==> config.mk <==
export PLATFORM = sky130hd
export DESIGN_NAME = ncs_regs
export DESIGN_NICKNAME = d
export VERILOG_FILES = /design/src/ncs_pkg.sv /design/src/ncs_regs.sv
export SDC_FILE = /design/constraint.sdc
export NUM_CORES = 1
export LEC_CHECK = 0
export BUFFER_PORTS_ARGS = -buffer_cell sky130_fd_sc_hd__buf_2
export CORE_MARGIN = 5
export CORE_UTILIZATION = 56
export DETAILED_ROUTE_END_ITERATION = 12
export PLACE_DENSITY = 0.95
export SLEW_MARGIN = 15
export SYNTH_ARGS = -nofsm -noshare
export SYNTH_HDL_FRONTEND = slang
export SYNTH_SLANG_ARGS = --single-unit
export TNS_END_PERCENT = 30
==> constraint.sdc <==
create_clock -name i_mclk -period 4.6 [get_ports i_mclk]
set_input_delay 0.23 -clock i_mclk [delete_from_list [all_inputs] [get_ports i_mclk]]
set_output_delay 0.23 -clock i_mclk [all_outputs]
set_load 0.005 [all_outputs]
==> src/ncs_pkg.sv <==
// package: register map, command codes, error codes and types of the nvm command/status block
package ncs_pkg;

  // ************************************************************
  // register offsets
  // ************************************************************
  localparam logic [3:0] NCS_OFF_CMD    = 4'h0;
  localparam logic [3:0] NCS_OFF_PROT   = 4'h1;
  localparam logic [3:0] NCS_OFF_STAT   = 4'h2;
  localparam logic [3:0] NCS_OFF_IEN    = 4'h3;
  localparam logic [3:0] NCS_OFF_IFLG   = 4'h4;
  localparam logic [3:0] NCS_OFF_RSVD   = 4'h5;
  localparam logic [3:0] NCS_OFF_DATA0  = 4'h6;
  localparam logic [3:0] NCS_OFF_DATA1  = 4'h7;
  localparam logic [3:0] NCS_OFF_ADDR0  = 4'h8;
  localparam logic [3:0] NCS_OFF_ADDR1  = 4'h9;
  localparam logic [3:0] NCS_OFF_ADDR2  = 4'hA;

  // ************************************************************
  // field positions and reset values
  // ************************************************************
  localparam int         NCS_BIT_MAPLOCK  = 7;
  localparam int         NCS_BIT_MAP_LO   = 4;
  localparam int         NCS_BIT_DATAWP   = 2;
  localparam int         NCS_BIT_BOOT_READ_GUARD   = 1;
  localparam int         NCS_BIT_CODEWP   = 0;
  localparam int         NCS_BIT_ERR_LO   = 4;
  localparam int         NCS_BIT_EEPROM_IN_PROGRESS   = 1;
  localparam int         NCS_BIT_FLASH_IN_PROGRESS    = 0;
  localparam logic [7:0] NCS_RST_PROT     = 8'h30;
  localparam logic [7:0] NCS_RST_ZERO     = 8'h00;
  localparam logic [7:0] NCS_NOP_LO       = 8'h00;

  // ************************************************************
  // command codes
  // ************************************************************
  localparam logic [6:0] idle_code                       = 7'h00;
  localparam logic [6:0] null_operation_code             = 7'h01;
  localparam logic [6:0] flash_program_arm               = 7'h02;
  localparam logic [6:0] flash_single_page_erase_arm     = 7'h08;
  localparam logic [6:0] flash_thirtytwo_page_erase_arm  = 7'h0D;
  localparam logic [6:0] eeprom_program_arm              = 7'h12;
  localparam logic [6:0] eeprom_erase_program_arm        = 7'h13;
  localparam logic [6:0] eeprom_single_byte_erase_arm    = 7'h18;
  localparam logic [6:0] eeprom_thirtytwo_byte_erase_arm = 7'h1D;
  localparam logic [6:0] full_chip_erase                 = 7'h20;
  localparam logic [6:0] whole_eeprom_erase              = 7'h30;

  // ************************************************************
  // error codes
  // ************************************************************
  localparam logic [2:0] no_error_code            = 3'h0;
  localparam logic [2:0] unsupported_op_error     = 3'h1;
  localparam logic [2:0] protected_section_error  = 3'h2;
  localparam logic [2:0] op_switch_conflict_error = 3'h3;

  // ************************************************************
  // flash and eeprom sections and types
  // ************************************************************
  localparam logic [1:0] NCS_SEC_BOOT = 2'h0;
  localparam logic [1:0] NCS_SEC_CODE = 2'h1;
  localparam logic [1:0] NCS_SEC_DATA = 2'h2;
  localparam logic [1:0] NCS_SEC_EE   = 2'h3;
  localparam int         NCS_UNLOCK_WIN = 4;

  typedef enum logic [1:0] {
    NCS_MEM_IDLE,
    NCS_MEM_FLASH,
    NCS_MEM_EE
  } ncs_mem_t;

  // store from the core toward the memory array
  typedef struct packed {
    logic        valid;
    logic [1:0]  section;
    logic [23:0] addr;
  } ncs_store_t;

  // completed read from the array
  typedef struct packed {
    logic        valid;
    logic [23:0] addr;
    logic [15:0] data;
  } ncs_rd_t;

  // operation start toward the sequencer
  typedef struct packed {
    logic        valid;
    logic [6:0]  cmd;
    logic [23:0] addr;
    logic        keep_ee;
  } ncs_op_t;

endpackage

==> src/ncs_regs.sv <==
// nvm command, protection and status register front end
// Functional notes
// - seven-bit command field in bits 6:0 of control register at 0x00.
// - chip erase 0x20 and eeprom erase 0x30 start on command write.
// - other codes only arm; a store to memory starts the operation.
// - changing command without passing 0x00/0x01 records collision error 0x3.
// - flash codes 0x02 write, 0x08 page erase, 0x09-0x0D multi-page erase.
// - eeprom codes 0x12, 0x13, 0x18, 0x19-0x1D byte erases.
// - chip erase only from debug port; fuse keeps eeprom intact.
// - reserved command values raise error 0x1.
// - control B resets to 0x30; bit 7 locks mapping until reset.
// - mapping field writable without the unlock sequence.
// - bit 2 blocks app data section updates until reset.
// - bit 0 blocks app code section updates until reset.
// - boot read guard returns zero to reads, no-operation to fetches; here only boot-section fetches read 0x0000, read data passes unguarded.
// - boot read guard written only from boot; effective after leaving boot.
// - write to guarded section records error 0x2 and is dropped.
// - error field bits 6:4 holds last error; writing zero clears it.
// - status bit 1 is eeprom busy.
// - status bit 0 is flash busy.
// - protected bits change only within four instructions after unlock key.
// - eeprom idle flag set while eeprom idle; write 1 clears.
// - 16-bit data register captures last read value.
// - 24-bit address register holds last accessed location.
//
// Chosen here: strobed register access.
`timescale 1ns/100ps
module ncs_regs
  import ncs_pkg::*;
(
  // clock and reset
  input  wire logic        i_mclk,
  input  wire logic        i_srst,
  // register port
  input  wire logic [3:0]  i_addr,
  input  wire logic [7:0]  i_wdata,
  input  wire logic        i_wr,
  input  wire logic        i_rd,
  input  wire logic        i_from_dbg,
  output logic      [7:0]  o_rdata,
  // unlock and execution context
  input  wire logic        i_unlock_key,
  input  wire logic        i_instr_done,
  input  wire logic        i_exec_boot,
  input  wire logic        i_fuse_keep_ee,
  // memory traffic
  input  wire ncs_store_t  i_store,
  input  wire ncs_rd_t     i_rdback,
  input  wire logic        i_fetch,
  input  wire logic [1:0]  i_fetch_sec,
  input  wire logic [15:0] i_fetch_raw,
  input  wire logic        i_flash_busy,
  input  wire logic        i_ee_busy,
  // results
  output ncs_op_t          o_op,
  output logic      [15:0] o_fetch_word,
  output logic      [1:0]  o_map_window,
  output logic             o_irq
);

  // ************************************************************
  // state
  // ************************************************************
  logic [6:0]  cmd_r;
  logic        maplock_r;
  logic [1:0]  map_r;
  logic        datawp_r;
  logic        boot_read_guard_r;
  logic        codewp_r;
  logic        rp_live_r;
  logic [2:0]  err_r;
  logic        ien_r;
  logic        eeidle_r;
  logic [15:0] data_r;
  logic [23:0] addr_r;
  logic [2:0]  unlk_cnt_r;
  logic        flash_in_progress_r;
  logic        eeprom_in_progress_r;
  logic        boot_prev_r;

  logic        unlocked;
  logic        wr_cmd;
  logic        wr_prot;
  logic        cmd_valid;
  logic        cmd_ee;
  logic        cmd_flash;
  logic        chip_ok;
  logic        immediate;
  logic        switch_bad;
  logic        sec_guarded;
  logic        store_go;
  logic [2:0]  err_nxt;
  logic [7:0]  rd_nxt;

  // ************************************************************
  // unlock window
  // ************************************************************
  // counts instructions, not cycles, so slow instructions keep the window
  always_ff @(posedge i_mclk) begin
    if (i_srst) begin
      unlk_cnt_r <= 3'h0;
    end else if (i_unlock_key) begin
      unlk_cnt_r <= 3'(NCS_UNLOCK_WIN);
    end else if (i_instr_done && unlk_cnt_r != 3'h0) begin
      unlk_cnt_r <= unlk_cnt_r - 3'h1;
    end
  end

  assign unlocked = (unlk_cnt_r != 3'h0);
  assign wr_cmd   = i_wr && i_addr == NCS_OFF_CMD && unlocked;
  assign wr_prot  = i_wr && i_addr == NCS_OFF_PROT;

  // ************************************************************
  // command decode
  // ************************************************************
  always_comb begin
    cmd_flash = (i_wdata[6:0] == flash_program_arm) ||
                (i_wdata[6:0] >= flash_single_page_erase_arm &&
                 i_wdata[6:0] <= flash_thirtytwo_page_erase_arm);
    cmd_ee    = (i_wdata[6:0] == eeprom_program_arm) ||
                (i_wdata[6:0] == eeprom_erase_program_arm) ||
                (i_wdata[6:0] >= eeprom_single_byte_erase_arm &&
                 i_wdata[6:0] <= eeprom_thirtytwo_byte_erase_arm);
    // chip erase from the core side falls through as a reserved code
    chip_ok   = (i_wdata[6:0] == full_chip_erase) && i_from_dbg;
    immediate = chip_ok || (i_wdata[6:0] == whole_eeprom_erase);
    cmd_valid = cmd_flash || cmd_ee || immediate ||
                i_wdata[6:0] == idle_code || i_wdata[6:0] == null_operation_code;
    // rewriting the armed code is not a switch, so it raises no collision
    switch_bad = cmd_valid && cmd_r != idle_code && cmd_r != null_operation_code &&
                 i_wdata[6:0] != idle_code && i_wdata[6:0] != null_operation_code &&
                 i_wdata[6:0] != cmd_r;
  end

  always_ff @(posedge i_mclk) begin
    if (i_srst) begin
      cmd_r <= idle_code;
    end else if (wr_cmd && cmd_valid && !switch_bad) begin
      cmd_r <= i_wdata[6:0];
    end
  end

  // ************************************************************
  // operation start
  // ************************************************************
  always_comb begin
    case (i_store.section)
      NCS_SEC_CODE: sec_guarded = codewp_r;
      NCS_SEC_DATA: sec_guarded = datawp_r;
      default:      sec_guarded = 1'b0;
    endcase
  end

  // a store only launches work when the armed command matches the target memory
  assign store_go = i_store.valid && !sec_guarded &&
                    (i_store.section == NCS_SEC_EE ?
                     (cmd_r >= eeprom_program_arm && cmd_r <= eeprom_thirtytwo_byte_erase_arm) :
                     (cmd_r >= flash_program_arm && cmd_r <= flash_thirtytwo_page_erase_arm));

  always_ff @(posedge i_mclk) begin
    if (i_srst) begin
      o_op <= '0;
    end else begin
      o_op.valid   <= (wr_cmd && immediate && !switch_bad) || store_go;
      o_op.cmd     <= (wr_cmd && immediate) ? i_wdata[6:0] : cmd_r;
      o_op.addr    <= i_store.addr;
      o_op.keep_ee <= i_fuse_keep_ee;
    end
  end

  // ************************************************************
  // protection and mapping
  // ************************************************************
  always_ff @(posedge i_mclk) begin
    if (i_srst) begin
      maplock_r <= NCS_RST_PROT[NCS_BIT_MAPLOCK];
      map_r     <= NCS_RST_PROT[NCS_BIT_MAP_LO+1:NCS_BIT_MAP_LO];
    end else if (wr_prot) begin
      if (!maplock_r) begin
        map_r <= i_wdata[NCS_BIT_MAP_LO+1:NCS_BIT_MAP_LO];
      end
      if (unlocked && i_wdata[NCS_BIT_MAPLOCK]) begin
        maplock_r <= 1'b1;
      end
    end
  end

  always_ff @(posedge i_mclk) begin
    if (i_srst) begin
      datawp_r <= NCS_RST_PROT[NCS_BIT_DATAWP];
      codewp_r <= NCS_RST_PROT[NCS_BIT_CODEWP];
      boot_read_guard_r <= NCS_RST_PROT[NCS_BIT_BOOT_READ_GUARD];
    end else if (wr_prot && unlocked) begin
      datawp_r <= datawp_r | i_wdata[NCS_BIT_DATAWP];
      codewp_r <= codewp_r | i_wdata[NCS_BIT_CODEWP];
      boot_read_guard_r <= boot_read_guard_r | (i_wdata[NCS_BIT_BOOT_READ_GUARD] & i_exec_boot);
    end
  end

  // guard goes live on the first instruction outside boot after being set
  always_ff @(posedge i_mclk) begin
    if (i_srst) begin
      rp_live_r   <= 1'b0;
      boot_prev_r <= 1'b0;
    end else begin
      boot_prev_r <= i_exec_boot;
      if (boot_read_guard_r && boot_prev_r && !i_exec_boot) begin
        rp_live_r <= 1'b1;
      end
    end
  end

  always_ff @(posedge i_mclk) begin
    if (i_srst) begin
      o_fetch_word <= 16'h0000;
      o_map_window <= NCS_RST_PROT[NCS_BIT_MAP_LO+1:NCS_BIT_MAP_LO];
    end else begin
      o_map_window <= map_r;
      if (i_fetch) begin
        o_fetch_word <= (rp_live_r && i_fetch_sec == NCS_SEC_BOOT) ?
                        {NCS_NOP_LO, NCS_NOP_LO} : i_fetch_raw;
      end
    end
  end

  // ************************************************************
  // status, flags, data and address
  // ************************************************************
  // later ifs win: command error over guard error over software clear
  always_comb begin
    err_nxt = err_r;
    if (i_wr && i_addr == NCS_OFF_STAT && i_wdata[6:4] == no_error_code) begin
      err_nxt = no_error_code;
    end
    if (i_store.valid && sec_guarded) begin
      err_nxt = protected_section_error;
    end
    if (wr_cmd && !cmd_valid) begin
      err_nxt = unsupported_op_error;
    end else if (wr_cmd && switch_bad) begin
      err_nxt = op_switch_conflict_error;
    end
  end

  always_ff @(posedge i_mclk) begin
    if (i_srst) begin
      err_r    <= no_error_code;
      flash_in_progress_r  <= 1'b0;
      eeprom_in_progress_r <= 1'b0;
      ien_r    <= 1'b0;
      eeidle_r <= 1'b0;
    end else begin
      err_r    <= err_nxt;
      flash_in_progress_r  <= i_flash_busy;
      eeprom_in_progress_r <= i_ee_busy;
      if (i_wr && i_addr == NCS_OFF_IEN) begin
        ien_r <= i_wdata[0];
      end
      // idle sets win over the software clear
      if (!i_ee_busy) begin
        eeidle_r <= 1'b1;
      end else if (i_wr && i_addr == NCS_OFF_IFLG && i_wdata[0]) begin
        eeidle_r <= 1'b0;
      end
    end
  end

  // hardware traffic owns the address over a software write in the same cycle
  always_ff @(posedge i_mclk) begin
    if (i_srst) begin
      data_r <= 16'h0000;
      addr_r <= 24'h000000;
    end else if (i_rdback.valid) begin
      data_r <= i_rdback.data;
      addr_r <= i_rdback.addr;
    end else if (i_store.valid) begin
      addr_r <= i_store.addr;
    end else if (i_wr) begin
      case (i_addr)
        NCS_OFF_DATA0: data_r[7:0]   <= i_wdata;
        NCS_OFF_DATA1: data_r[15:8]  <= i_wdata;
        NCS_OFF_ADDR0: addr_r[7:0]   <= i_wdata;
        NCS_OFF_ADDR1: addr_r[15:8]  <= i_wdata;
        NCS_OFF_ADDR2: addr_r[23:16] <= i_wdata;
        default:       addr_r        <= addr_r;
      endcase
    end
  end

  // ************************************************************
  // read port
  // ************************************************************
  // reserved offsets and unused bits read as zero
  always_comb begin
    case (i_addr)
      NCS_OFF_CMD:   rd_nxt = {1'b0, cmd_r};
      NCS_OFF_PROT:  rd_nxt = {maplock_r, 1'b0, map_r, 1'b0, datawp_r, boot_read_guard_r, codewp_r};
      NCS_OFF_STAT:  rd_nxt = {1'b0, err_r, 2'b00, eeprom_in_progress_r, flash_in_progress_r};
      NCS_OFF_IEN:   rd_nxt = {7'h00, ien_r};
      NCS_OFF_IFLG:  rd_nxt = {7'h00, eeidle_r};
      NCS_OFF_DATA0: rd_nxt = data_r[7:0];
      NCS_OFF_DATA1: rd_nxt = data_r[15:8];
      NCS_OFF_ADDR0: rd_nxt = addr_r[7:0];
      NCS_OFF_ADDR1: rd_nxt = addr_r[15:8];
      NCS_OFF_ADDR2: rd_nxt = addr_r[23:16];
      default:       rd_nxt = NCS_RST_ZERO;
    endcase
  end

  always_ff @(posedge i_mclk) begin
    if (i_srst) begin
      o_rdata <= NCS_RST_ZERO;
      o_irq   <= 1'b0;
    end else begin
      // zero outside the answer cycle keeps a stale byte off the shared bus
      o_rdata <= i_rd ? rd_nxt : NCS_RST_ZERO;
      o_irq   <= ien_r & eeidle_r;
    end
  end

  // ************************************************************
  // checks
  // ************************************************************
  // antecedents leave out same-cycle events of higher error priority
  a_lock_holds_map: assert property (@(posedge i_mclk) disable iff (i_srst)
    maplock_r |=> $stable(map_r)) else $error("map changed while locked");
  a_lock_sticky: assert property (@(posedge i_mclk) disable iff (i_srst)
    maplock_r |=> maplock_r) else $error("map lock cleared");
  a_codewp_sticky: assert property (@(posedge i_mclk) disable iff (i_srst)
    codewp_r |=> codewp_r) else $error("code guard cleared");
  a_datawp_sticky: assert property (@(posedge i_mclk) disable iff (i_srst)
    datawp_r |=> datawp_r) else $error("data guard cleared");
  a_guard_no_op: assert property (@(posedge i_mclk) disable iff (i_srst)
    (i_store.valid && sec_guarded && !wr_cmd) |=> !o_op.valid && err_r == protected_section_error)
    else $error("guarded store not refused");
  a_bad_cmd_err: assert property (@(posedge i_mclk) disable iff (i_srst)
    (wr_cmd && !cmd_valid) |=> err_r == unsupported_op_error && $stable(cmd_r))
    else $error("reserved command accepted");
  a_collision: assert property (@(posedge i_mclk) disable iff (i_srst)
    (wr_cmd && switch_bad) |=> err_r == op_switch_conflict_error)
    else $error("collision not flagged");
  a_no_unlock: assert property (@(posedge i_mclk) disable iff (i_srst)
    (unlk_cnt_r == 3'h0 && !i_unlock_key) |=> $stable(cmd_r) && $stable(codewp_r))
    else $error("protected write without unlock");
  a_immediate_go: assert property (@(posedge i_mclk) disable iff (i_srst)
    (wr_cmd && i_wdata[6:0] == whole_eeprom_erase && !switch_bad) |=> o_op.valid)
    else $error("eeprom erase not started");
  a_chip_dbg_only: assert property (@(posedge i_mclk) disable iff (i_srst)
    (wr_cmd && i_wdata[6:0] == full_chip_erase && !i_from_dbg && !i_store.valid) |=>
    !o_op.valid && err_r == unsupported_op_error) else $error("core chip erase accepted");
  a_arm_no_op: assert property (@(posedge i_mclk) disable iff (i_srst)
    (wr_cmd && (cmd_flash || cmd_ee) && !i_store.valid) |=> !o_op.valid)
    else $error("arm code started work");
  a_err_clear: assert property (@(posedge i_mclk) disable iff (i_srst)
    (i_wr && i_addr == NCS_OFF_STAT && i_wdata[6:4] == no_error_code && !i_store.valid)
    |=> err_r == no_error_code) else $error("error field not cleared");
  a_fetch_nop: assert property (@(posedge i_mclk) disable iff (i_srst)
    (i_fetch && rp_live_r && i_fetch_sec == NCS_SEC_BOOT) |=> o_fetch_word == 16'h0000)
    else $error("guarded fetch leaked");
  a_rdata_idle: assert property (@(posedge i_mclk) disable iff (i_srst)
    !i_rd |=> o_rdata == NCS_RST_ZERO)
    else $error("read data outside answer cycle");
  a_boot_read_guard_gate: assert property (@(posedge i_mclk) disable iff (i_srst)
    (!i_exec_boot && !boot_read_guard_r) |=> !boot_read_guard_r)
    else $error("boot guard set outside boot");
  a_idle_flag_set: assert property (@(posedge i_mclk) disable iff (i_srst)
    !i_ee_busy |=> eeidle_r)
    else $error("idle flag not set");
  a_map_free: assert property (@(posedge i_mclk) disable iff (i_srst)
    (wr_prot && !maplock_r) |=> map_r == $past(i_wdata[NCS_BIT_MAP_LO+1:NCS_BIT_MAP_LO]))
    else $error("map write refused");

endmodule

Word-level counts from Yosys, hierarchy flattened
Index checks and enable logic that the tools add are counted.

storage, ports and cells
  register bits = 124
  input bits = 110
  output and inout bits = 60
  word-level logic and storage cells = 165

cells by class
  $add $sub $neg = 1
  order comparisons = 8
  equality and inequality tests = 23
  mux-type cells = 24
  bitwise operators = 7
  reduce and logical (&&, ||, !) cells = 73

operators with widths
  operator              number
  $pmux W8 S10          1
  $mux W24              3
  $mux W16              4
  $mux W8               5
  $logic_and A1 B1 Y1   33
  $reduce_bool A3 Y1    6
  $eq A7 B5 Y1 const B  2
  $eq A7 B6 Y1 const B  2
  $ge A7 B5 Y1 const B  2
  $le A7 B4 Y1 const B  2
  $le A7 B5 Y1 const B  2
  $ne A7 B1 Y1 const B  2
  $reduce_bool A7 Y1    2
  $eq A4 B3 Y1 const B  3
  $eq A4 B4 Y1 const B  3
  $reduce_and A2 Y1     5
  $logic_or A1 B1 Y1    9
  $eq A4 B2 Y1 const B  2
  $reduce_bool A2 Y1    4
  $eq A7 B1 Y1 const B  1
  $eq A7 B2 Y1 const B  1
  $ge A7 B2 Y1 const B  1
  $ge A7 B4 Y1 const B  1
  $logic_not A7 Y1      1
  21 further kinds      39

Logic depth before layout (Yosys ltp)
Gate-level depths: netlist (run 1).

  word-level depth = 15
  gate-level depth with buffers = 7
  gate-level depth less buffers = 7

Least setup slack after synthesis (run 1)
Ideal clock, no wire load.

  path kind = in2reg
  start point = input i_store[26] (netlist bit)
  end point = register data_r[15]
  setup time = 0.128 ns
  arrival = 1.545 ns
  required time = 4.472 ns
  path slack = 2.927 ns
  cell stages on the path = 7
  buffers on the path = 2
  cell sequence = buf_2 nor4bb_1 and3_1 buf_2 mux2_2 mux2i_1 nor2_1

between the ends
  word-level cells in the longest chain between the ends = 2

ends and longest elaborated chain
  element                             line             text
  from (decl)                         ncs_regs.sv:47   input wire ncs_store_t i_store,
  $ne A2 B1 Y1 (no source line)       n/a
  $reduce_and A3 Y1 (no source line)  n/a
  to (signal assigned)                ncs_regs.sv:274  data_r <= i_rdback.data;
  to (signal assigned)                ncs_regs.sv:281  NCS_OFF_DATA1: data_r[15:8] <= i_wdata;
  to (decl)                           ncs_regs.sv:74   logic [15:0] data_r;

Every way passes these cells.
A chain may end at the register's enable or synchronous reset.

Worst setup path in the final report (run 1)
  start point = register unlk_cnt_r[0]
  end point = register o_op[25] (netlist bit)

between the ends
  word-level cells in the longest chain between the ends = 4

ends and longest elaborated chain
  element                 line             text
  from (decl)             ncs_regs.sv:76   logic [2:0] unlk_cnt_r;
  from (signal assigned)  ncs_regs.sv:103  unlk_cnt_r <= 3'(NCS_UNLOCK_WIN);
  from (signal assigned)  ncs_regs.sv:105  unlk_cnt_r <= unlk_cnt_r - 3'h1;
  $reduce_bool A3 Y1      ncs_regs.sv:109  assign unlocked = (unlk_cnt_r != 3'h0);
  $logic_and A1 B1 Y1     ncs_regs.sv:110  assign wr_cmd = i_wr && i_addr == NCS_OFF_CMD && unlocked;
  $logic_and A1 B1 Y1     ncs_regs.sv:165  o_op.cmd <= (wr_cmd && immediate) ? i_wdata[6:0] : cmd_r;
  $mux W7                 ncs_regs.sv:165
  to (decl)               ncs_regs.sv:55   output ncs_op_t o_op,

Every way passes these cells.

==> impl_metrics.csv, run 1 <==
group,metric,value,unit
clock_network,htree_num_levels,4,
yosys,synth.most_common_cell,"dfxtp_1",
sta,hold_viol_final,0,
yosys,synth_common_cells,"dfxtp_1 (124), nor2_1 (88), mux2i_1 (71), nor2b_1 (51), nand2_1 (46)",
sta,relSlewSlack,0.455,
pwr,vdd_drop_max,0.000210,V
die,core-area,10200,um2
finish,layout-drive-gt1-share,0.273,
yosys,synth_edf_count,0,
yosys,yosysUniqueCellTypes,54,
critical_path,cp_top_family,"simple AND/OR/NAND/NOR gates",
die,die-area,12400,um2
finish,fillCellCount,641,
grt,grt_usage,0.293,
yosys,ys_seq_area_frac,0.431,
routing,drtIter0Drc,898,
yosys,avgSynthCellArea,9.04,um2
critical_path,critPathLaunchType,"flop",
sta,max_slew.worst_pin.slew,0.818,ns
die,die_y,111,um
grt,grt_use_met1,0.346,
finish,synthToLayoutAreaGrowth,35.3,%
clock_network,cts-root-buf,"clkbuf_8",
routing,via_per_inst,5.69,
clock_network,clk_latency,0.52,ns
grt,met3_usage,0.0804,
clock_network,clk_path_buf_depth,2,
grt,grt_pass1_vias,5703,
pwr,comb_power_share,0.125,
clock_network,cts_tree,"done",
pwr,swShare,0.235,
worst_hold_path,hold_path_class,"in -> reg",
pwr,p_sw,0.000673,W
yosys,async_flop_share,0,
critical_path,r2r-start,"unlk_cnt_r[0]",
yosys,yosysWarnings,0,
routing,firstDrtPassIters,7,
critical_path,cp-startpoint,"unlk_cnt_r[0]",
sta,fmax,536,MHz
status,run_status,"complete, no violations",
placement,gp_congestion,0.952,
grt,grt.met2_usage,0.484,
worst_hold_path,hold_start,"i_instr_done",
clock_network,cts.sinks,124,
sta,fin_setup_tns,0,ns
critical_path,crit_type,"reg -> reg",
yosys,synth_top_area_frac,0.431,
pwr,leakage,3.47,nW
sta,slew_violations,0,
die,ioPinCount,170,
critical_path,worstSetupEndpointType,"flop",
pwr,clkPwrFrac,0.473,
routing,vias,5639,
yosys,synth-main-ff-cell,"dfxtp_1",
yosys,synth_area,5760,um2
clock_network,cts_resized,0,
critical_path,crit_path_max_incr_delay,0.37,ns
critical_path,cp_common_cell,"nor2_1",
die,row_count,37,
placement,dp_hpwl,11.3,mm
pwr,intPower,0.00219,W
critical_path,rrSetupSlack,2.73,ns
pwr,power_density,367,nW/um2
critical_path,cp_slowest_cell,"nor2_1",
placement,portBuffers,169,
routing,wire_per_inst,18.6,um
grt,antenna_found_initial,3,
critical_path,crit_chain,"inv_1, ha_1, nand2b_1, nand3_2, nor2_1, nor2_1, and2_1",
grt,grt-ovfl-total,0,
job,max_cap_violations,0,
worst_hold_path,hold-path-endpoint,"unlk_cnt_r[1]",
sta,rsz0062_at_grt,"false",
critical_path,cp_num_buf_inv,1,
pwr,power_frac_seq,0.402,
sta,finalSetupViolCount,0,
grt,grt_max_degree,82,
sta,fin_crit,1.87,ns
yosys,syn_inst,637,
finish,final_nets,955,
grt,grt_pass1_wl,29.3,mm
sta,setup_slack,2.73,ns
critical_path,r2r-end,"o_op[25]",
sta,period_share,0.406,
critical_path,crit_fanout,8,
die,die_w,111,um
critical_path,cp.required,5.01,ns
yosys,ys_ff_latch,124,
sta,clock-skew-final,0.00844,ns
die,floorplan.initialDensity,0.565,
finish,fin_util,0.764,
clock_network,clkSlewWorstSetupHoldPaths,0.06,ns
yosys,synth_largest_area_cell,"dfxtp_1",
critical_path,critPathArrivalTime,2.28,ns
yosys,syn-num-nets,752,
routing,ant_nets,0,
grt,grt.busiest_layer,"met2",
critical_path,r2r_cells,7,
routing,routed_wl,18.4,mm
worst_hold_path,holdPathStages,3,
clock_network,cts_buffers,17,
routing,drc,0,
yosys,synthTopCellsByArea,"dfxtp_1 (43%), mux2i_1 (12%), nor2_1 (5.7%)",
placement,pre_cts_ws,2.33,ns
per-stage QoR:
step           hold WS [ns]  cells  total power, W  instance area, um2
3_3_place_gp          0.428    896         0.00146                6580
6_report             0.0407    991         0.00286                7790
5_1_grt              0.0509    991         0.00295                7790
3_5_place_dp          0.429    896         0.00147                6580
4_1_cts             0.00433    988         0.00285                7770
2_1_floorplan         0.307    637         0.00136                5760
routing by layer:
layer | vias up | share of wire | routed length, um
li1 | 2623 | - | -
met1 | 2565 | 0.37 | 6860
met2 | 364 | 0.49 | 8990
met3 | 85 | 0.093 | 1720
met4 | 2 | 0.045 | 820
met5 | - | 0.00038 | 7
flip-flops by register name, indices dropped and copies added, names as in the netlist, 2 cells and up:
register      flops
addr_r           24
cmd_r             7
data_r           16
err_r             2
map_r             2
o_fetch_word     16
o_map_window      2
o_op             33
o_rdata           8
unlk_cnt_r        3
cell usage in the layout (no fill, tap or decap), types with 4 or more instances in the layout:
cell type        n
bufinv_16        4
dfxtp_1        124
a22oi_1          5
buf_2          168
nand2_1         46
nor2b_1         51
clkinv_2         4
inv_1            6
o21ai_0         29
mux2i_1         71
or2_2            4
mux2_2          24
xnor2_1          9
a222oi_1         4
clkbuf_1         6
ha_1             5
and2_1           6
nor2_1          88
and3_1           5
dlygate4sd3_1   61
a221oi_1         4
clkbuf_16       16
a21oi_1         37
nand3_1          7
nand4_1          8
o31ai_1          7
nor3_1           7
tightest hold or removal path: cells and delay by family:
family,cells,cell delay (ns)
simple gates,1,0.08
compound gates,1,0.09
buf+inv,1,0.11
cell families (layout without fill, tap and decap cells):
kind of cell / count (synthesis) / after routing / synth area share
compound gates: 113 / 113 / 0.129
xor+xnor: 9 / 9 / 0.0137
fa+ha+maj: 5 / 5 / 0.0109
buf+inv: 54 / 270 / 0.0409
flops: 124 / 124 / 0.431
mux: 95 / 95 / 0.170
other cells: 0 / 2 / 0
simple gates: 237 / 237 / 0.204
power groups by stage:
stage / combinational (W) / sequential (W) / clock [W]
after floorplan: 0.000192 / 0.00117 / 0
after global placement: 0.000295 / 0.00117 / 0
after detailed placement: 0.000302 / 0.00117 / 0
after CTS: 0.000347 / 0.00115 / 0.00135
after global routing: 0.000391 / 0.00115 / 0.00141
final: 0.000358 / 0.00115 / 0.00135
cell type report:
type / instances / area (um2) / share of cell area
clock buffer: 24 / 450 / 0.0578
clock inverter: 8 / 140 / 0.0180
inverter: 6 / 22.5 / 0.00289
tap: 136 / 170 / 0.0219
timing repair buffer: 232 / 1470 / 0.189
multi-input combinational: 459 / 3040 / 0.391
sequential: 124 / 2480 / 0.319
antenna: 2 / 5.00 / 0.000643
what timing repair did:
action	CTS	global route
hold endpoints to repair	63	1
hold buffers	60	1
setup buffers	0	0
how the worst max path moves through the flow:
stage / endpoint / depth (start not counted)
3_5_place_dp: data_r[9] / 6
4_1_cts: o_op[25] / 7
5_1_grt: data_r[4] / 6
3_3_place_gp: data_r[5] / 6
6_report: o_op[25] / 7
2_1_floorplan: data_r[15] / 7
(Power assumes the default switching activity.)
==> run 2: changes to the inputs <==
- CORE_UTILIZATION: 56 -> 47
- PLACE_DENSITY: 0.95 -> 0.87
- clock period: 4.6 -> 1.6 ns (I/O delays scaled with it)
==> run 2 against run 1 <==
  * Routed wire length grew 1.9%
  * Largest cell class unchanged
  * Final area rose by 6.9%
  * Critical path type unchanged
  * Via count is 1.7% higher
  * Critical endpoint is now cmd_r[4]
  * Maximum frequency grew 18%
  * First-iteration DRC count shrank 51%
  * Clock skew down 0.0031 ns
  * Combinational power increased to 3.1 times the previous value
  * Die area grew 17%
  * Total power rose to 3.1 times the previous value
  * Sequential share of layout area is 2.0 points lower
  * Clock power grew to 3.2 times the previous value
==> impl_metrics.csv, run 2 (same netlist as run 1, synthesis figures left out) <==
group,metric,value,unit
finish,top_register,"o_op",
routing,via_per_inst,5.48,
finish,final_nets,1002,
sta,period_share,0.991,
clock_network,cts.sinks,124,
finish,fillCellCount,870,
die,die_y,121,um
placement,gp_congestion,0.929,
routing,ant_nets,0,
critical_path,critPathLaunchType,"flop",
routing,drc,0,
routing,vias,5735,
sta,relSlewSlack,0.513,
grt,antenna_found_initial,0,
pwr,total_power,0.00879,W
placement,dp_hpwl,12.7,mm
routing,firstDrtPassIters,5,
pwr,leakage,3.76,nW
grt,grt_usage,0.255,
clock_network,cts-root-buf,"clkbuf_16",
critical_path,worstSetupEndpointType,"flop",
grt,grt-ovfl-total,0,
routing,drtIter0Drc,439,
critical_path,cp.required,1.89,ns
critical_path,crit_type,"reg -> reg",
clock_network,clk_path_buf_depth,2,
pwr,power_density,1060,nW/um2
sta,fin_crit,1.59,ns
finish,layout-drive-gt1-share,0.324,
die,row_count,40,
die,floorplan.initialDensity,0.479,
critical_path,crit_path_max_incr_delay,0.34,ns
grt,grt_pass1_wl,29.2,mm
finish,fin_util,0.693,
sta,finalSetupViolCount,0,
finish,final_common_cell,"buf_2",
finish,num_antenna_cells,0,
finish,reg_top3,"o_op: 33 flops, addr_r: 24 flops",
die,core-area,12000,um2
critical_path,critPathArrivalTime,1.88,ns
status,run_status,"complete, no violations",
sta,fmax,631,MHz
pwr,vdd_drop_max,0.000614,V
critical_path,crit_fanout,5,
routing,wire_per_inst,17.9,um
worst_hold_path,hold_path_class,"in -> reg",
die,ioPinCount,170,
finish,synthToLayoutAreaGrowth,44.7,%
clock_network,clkSlewWorstSetupHoldPaths,0.05,ns
sta,slew_violations,0,
critical_path,cp_slowest_cell,"dfxtp_1",
finish,largest_reg_flops,33,
clock_network,clk_latency,0.42,ns
clock_network,htree_num_levels,4,
grt,grt_pass1_vias,5845,
clock_network,cts_tree,"done",
clock_network,post-cts-setup-buffers,0,
critical_path,crit_chain,"nor2_1, a32oi_1, o21a_1, buf_4, o31ai_2, a21oi_1",
sta,clock-skew-final,0.00535,ns
sta,hold_viol_final,0,
clock_network,cts_buffers,17,
sta,max_slew.worst_pin.slew,0.726,ns
job,max_cap_violations,0,
finish,final_cell_mix,"buf_2 (168), dfxtp_1 (121), nor2_1 (87)",
grt,grt_max_degree,87,
die,die-area,14600,um2
placement,portBuffers,169,
die,die_w,121,um
routing,routed_wl,18.7,mm
==> run 2: cell types whose count changed in the layout (fill, tap and decap cells not counted), moves of 3 or more <==
cell	change
dlygate4sd3_1	+3
clkbuf_1	-5
o31ai_2	+3
o31ai_1	-4
dfxtp_2	+3
dfxtp_1	-3
buf_4	+39
buf_12	+3
==> run 2: what timing repair did <==
action,4_1_cts,5_1_grt
hold buffers,64,0
resized for setup,0,14
endpoints found under the setup margin,0,9
endpoints found under the hold margin,67,0
==> run 2: worst max-delay path, delay by kind of cell (launching register included) <==
| family | cells | cell delay, ns |
|---|---|---|
| AND/OR/NAND/NOR | 1 | 0.26 |
| AO/OA/AOI/OAI | 4 | 0.67 |
| buffers and inverters | 1 | 0.19 |
| flip-flops | 1 | 0.34 |
==> run 2: layout make-up <==
cell class | instances | area (um2) | share of cell area
multi-input cells | 459 | 3080 | 0.370
flip-flops and latches | 124 | 2490 | 0.299
repair buffers | 279 | 1880 | 0.226
clock buffers | 20 | 457 | 0.0548
clock inverters | 12 | 216 | 0.0260
well taps | 147 | 184 | 0.0221
inverters | 6 | 22.5 | 0.00270
==> run 2: metrics by stage <==
step,cells,setup TNS (ns),setup WS [ns],hold slack [ns],instance area [um2]
3_3_place_gp,951,-0.149,-0.0345,0.278,6960
3_5_place_dp,951,-0.439,-0.0773,0.286,6960
6_report,1047,0,0.0150,0.0249,8330
4_1_cts,1047,0,0.0107,0.0182,8270
5_1_grt,1047,-0.0524,-0.0230,0.0388,8330
2_1_floorplan,637,0,0.0774,0.157,5760
==> run 2: path summary, 6_finish.rpt <==
path                                    from          to  slack (ns)  cells after the start
worst max register to register      cmd_r[5]    cmd_r[4]        0.01                      6
worst max-delay path                cmd_r[5]    cmd_r[4]        0.01                      6
worst min register to register      err_r[0]    err_r[0]        0.48                      2
worst min-delay path            i_rdback[26]  addr_r[10]        0.02                      5
==> run 2: routing by layer <==
layer  up-vias  global-route usage  share of wire
met5         -                   0              0
met4         0               0.131          0.037
met3        63              0.0730          0.079
met1      2652               0.297           0.40
met2       300               0.425           0.48
li1       2720                   -              -
==> run 2: report_power, final <==
| part | total (W) | leakage [nW] | switching (W) | internal, W |
|---|---|---|---|---|
| registers | 0.00330 | 1.02 | 0.0000679 | 0.00323 |
| clock network | 0.00438 | 0.330 | 0.00139 | 0.00299 |
| logic | 0.00111 | 2.41 | 0.000554 | 0.000556 |
| total | 0.00879 | 3.76 | 0.00201 | 0.00678 |
==> run 3: changes to the inputs <==
- CORE_UTILIZATION: 47 -> 43
- PLACE_DENSITY: 0.87 -> 0.78
- clock period: 1.6 -> 1.86 ns (I/O delays scaled with it)
==> run 3 against run 2 <==
  * Die area grew 8.5%
  * Final area decreased by 4.1%
  * Highest routed layer is now met5
  * Critical path depth down 1
==> impl_metrics.csv, run 3 (same netlist as run 1, synthesis figures left out) <==
group,metric,value,unit
job,max_cap_violations,0,
sta,setup_slack,0.170,ns
grt,grt_pass1_vias,5534,
routing,drtIter0Drc,393,
sta,finalSetupViolCount,0,
clock_network,clk_latency,0.41,ns
sta,fmax,592,MHz
pwr,p_sw,0.00166,W
clock_network,cts.sinks,124,
critical_path,cp.required,2.20,ns
placement,gp_congestion,0.912,
grt,grt_usage,0.224,
sta,max_slew.worst_pin.slew,0.677,ns
finish,final_common_cell,"buf_2",
finish,fillCellCount,1116,
sta,clock-skew-final,0.00660,ns
finish,reg_top3,"o_op: 33 flops, addr_r: 24 flops",
routing,ant_nets,0,
finish,layout-drive-gt1-share,0.294,
clock_network,clk_path_buf_depth,2,
clock_network,cts_buffers,17,
sta,period_share,0.908,
grt,grt_max_degree,65,
die,die_y,126,um
clock_network,cts_resized,0,
die,core-area,13200,um2
critical_path,cp_common_cell,"nand4_1",
critical_path,cp_slowest_cell,"o21ai_1",
placement,portBuffers,169,
finish,final_nets,975,
finish,fin_area,7990,um2
pwr,leakage,3.57,nW
sta,fin_setup_tns,0,ns
routing,routed_wl,17.8,mm
critical_path,cp_num_buf_inv,0,
die,row_count,42,
critical_path,crit_path_max_incr_delay,0.53,ns
pwr,swShare,0.238,
sta,rsz0062_at_grt,"false",
critical_path,critPathLaunchType,"flop",
critical_path,worstSetupEndpointType,"flop",
pwr,power_frac_seq,0.408,
finish,final_cell_mix,"buf_2 (168), dfxtp_1 (124), nor2_1 (88)",
clock_network,htree_num_levels,4,
finish,top_register,"o_op",
die,ioPinCount,170,
critical_path,cp_top_family,"compound AO/OA/AOI/OAI gates",
finish,largest_reg_flops,33,
sta,relSlewSlack,0.549,
clock_network,cts-root-buf,"clkbuf_16",
clock_network,clkSlewWorstSetupHoldPaths,0.06,ns
sta,fin_crit,1.69,ns
clock_network,cts_tree,"done",
critical_path,crit_chain,"xnor2_1, nand4_1, o21ai_1, nand4_1, a21oi_1",
finish,synthToLayoutAreaGrowth,38.7,%
routing,vias,5503,
pwr,vdd_drop_max,0.000658,V
sta,slew_violations,0,
worst_hold_path,hold_path_class,"in -> reg",
die,floorplan.initialDensity,0.436,
status,run_status,"complete, no violations",
routing,via_per_inst,5.25,
critical_path,crit_type,"reg -> reg",
clock_network,postCtsHoldBufs,61,
routing,drc,0,
pwr,clkPwrFrac,0.462,
placement,dp_hpwl,12.4,mm
grt,antenna_found_initial,1,
critical_path,critPathArrivalTime,2.03,ns
placement,pre_cts_ws,0.154,ns
pwr,comb_power_share,0.131,
grt,grt_pass1_wl,28.6,mm
pwr,intPower,0.00530,W
routing,firstDrtPassIters,7,
clock_network,post-cts-setup-buffers,0,
pwr,power_density,871,nW/um2
routing,wire_per_inst,17.0,um
placement,dpl-instance-area,6790,um2
die,die-area,15800,um2
sta,hold_viol_final,0,
die,die_w,126,um
critical_path,crit_fanout,8,
grt,grt-ovfl-total,0,
==> run 3: cell type report <==
type	instances	area (um2)	share of cell area
multi-input combinational	459	3040	0.380
timing repair buffer	252	1640	0.205
clock inverter	6	57.6	0.00721
sequential	124	2480	0.311
antenna	1	2.50	0.000313
clock buffer	25	526	0.0658
tap	176	220	0.0276
inverter	6	22.5	0.00282
==> run 3: tightest hold or removal path, stage by stage <==
cell	delay, ns
buf_2	0.11
nand2_1	0.09
a2111oi_0	0.09
==> run 3: per-stage QoR <==
step           instances  power [W]  utilization  hold slack, ns
3_3_place_gp         956    0.00366        0.515           0.288
2_1_floorplan        637    0.00336            -           0.170
4_1_cts             1048    0.00697        0.605          0.0207
6_report            1049    0.00695        0.605          0.0227
3_5_place_dp         956    0.00368        0.515           0.294
5_1_grt             1048    0.00721        0.605          0.0459
==> run 3: power by group through the flow <==
stage | Combinational, W | Clock [W] | Sequential (W)
after global routing | 0.000995 | 0.00337 | 0.00285
after detailed placement | 0.000790 | 0 | 0.00289
after floorplan | 0.000474 | 0 | 0.00288
after CTS | 0.000896 | 0.00324 | 0.00283
final | 0.000908 | 0.00321 | 0.00284
after global placement | 0.000779 | 0 | 0.00289
==> run 3: layer usage <==
metal	share of wire	vias up	global-route usage
met3	0.080	40	0.0673
met2	0.48	250	0.370
met4	0.030	2	0.0874
li1	-	2662	-
met1	0.41	2549	0.276
met5	0.00073	-	0
==> run 3: worst paths after layout <==
path / from / depth (start not counted) / slack, ns / endpoint
min: i_instr_done / 3 / 0.02 / unlk_cnt_r[1]
max reg2reg: cmd_r[3] / 5 / 0.17 / cmd_r[4]
min reg2reg: eeidle_r / 2 / 0.46 / o_irq
max: cmd_r[3] / 5 / 0.17 / cmd_r[4]
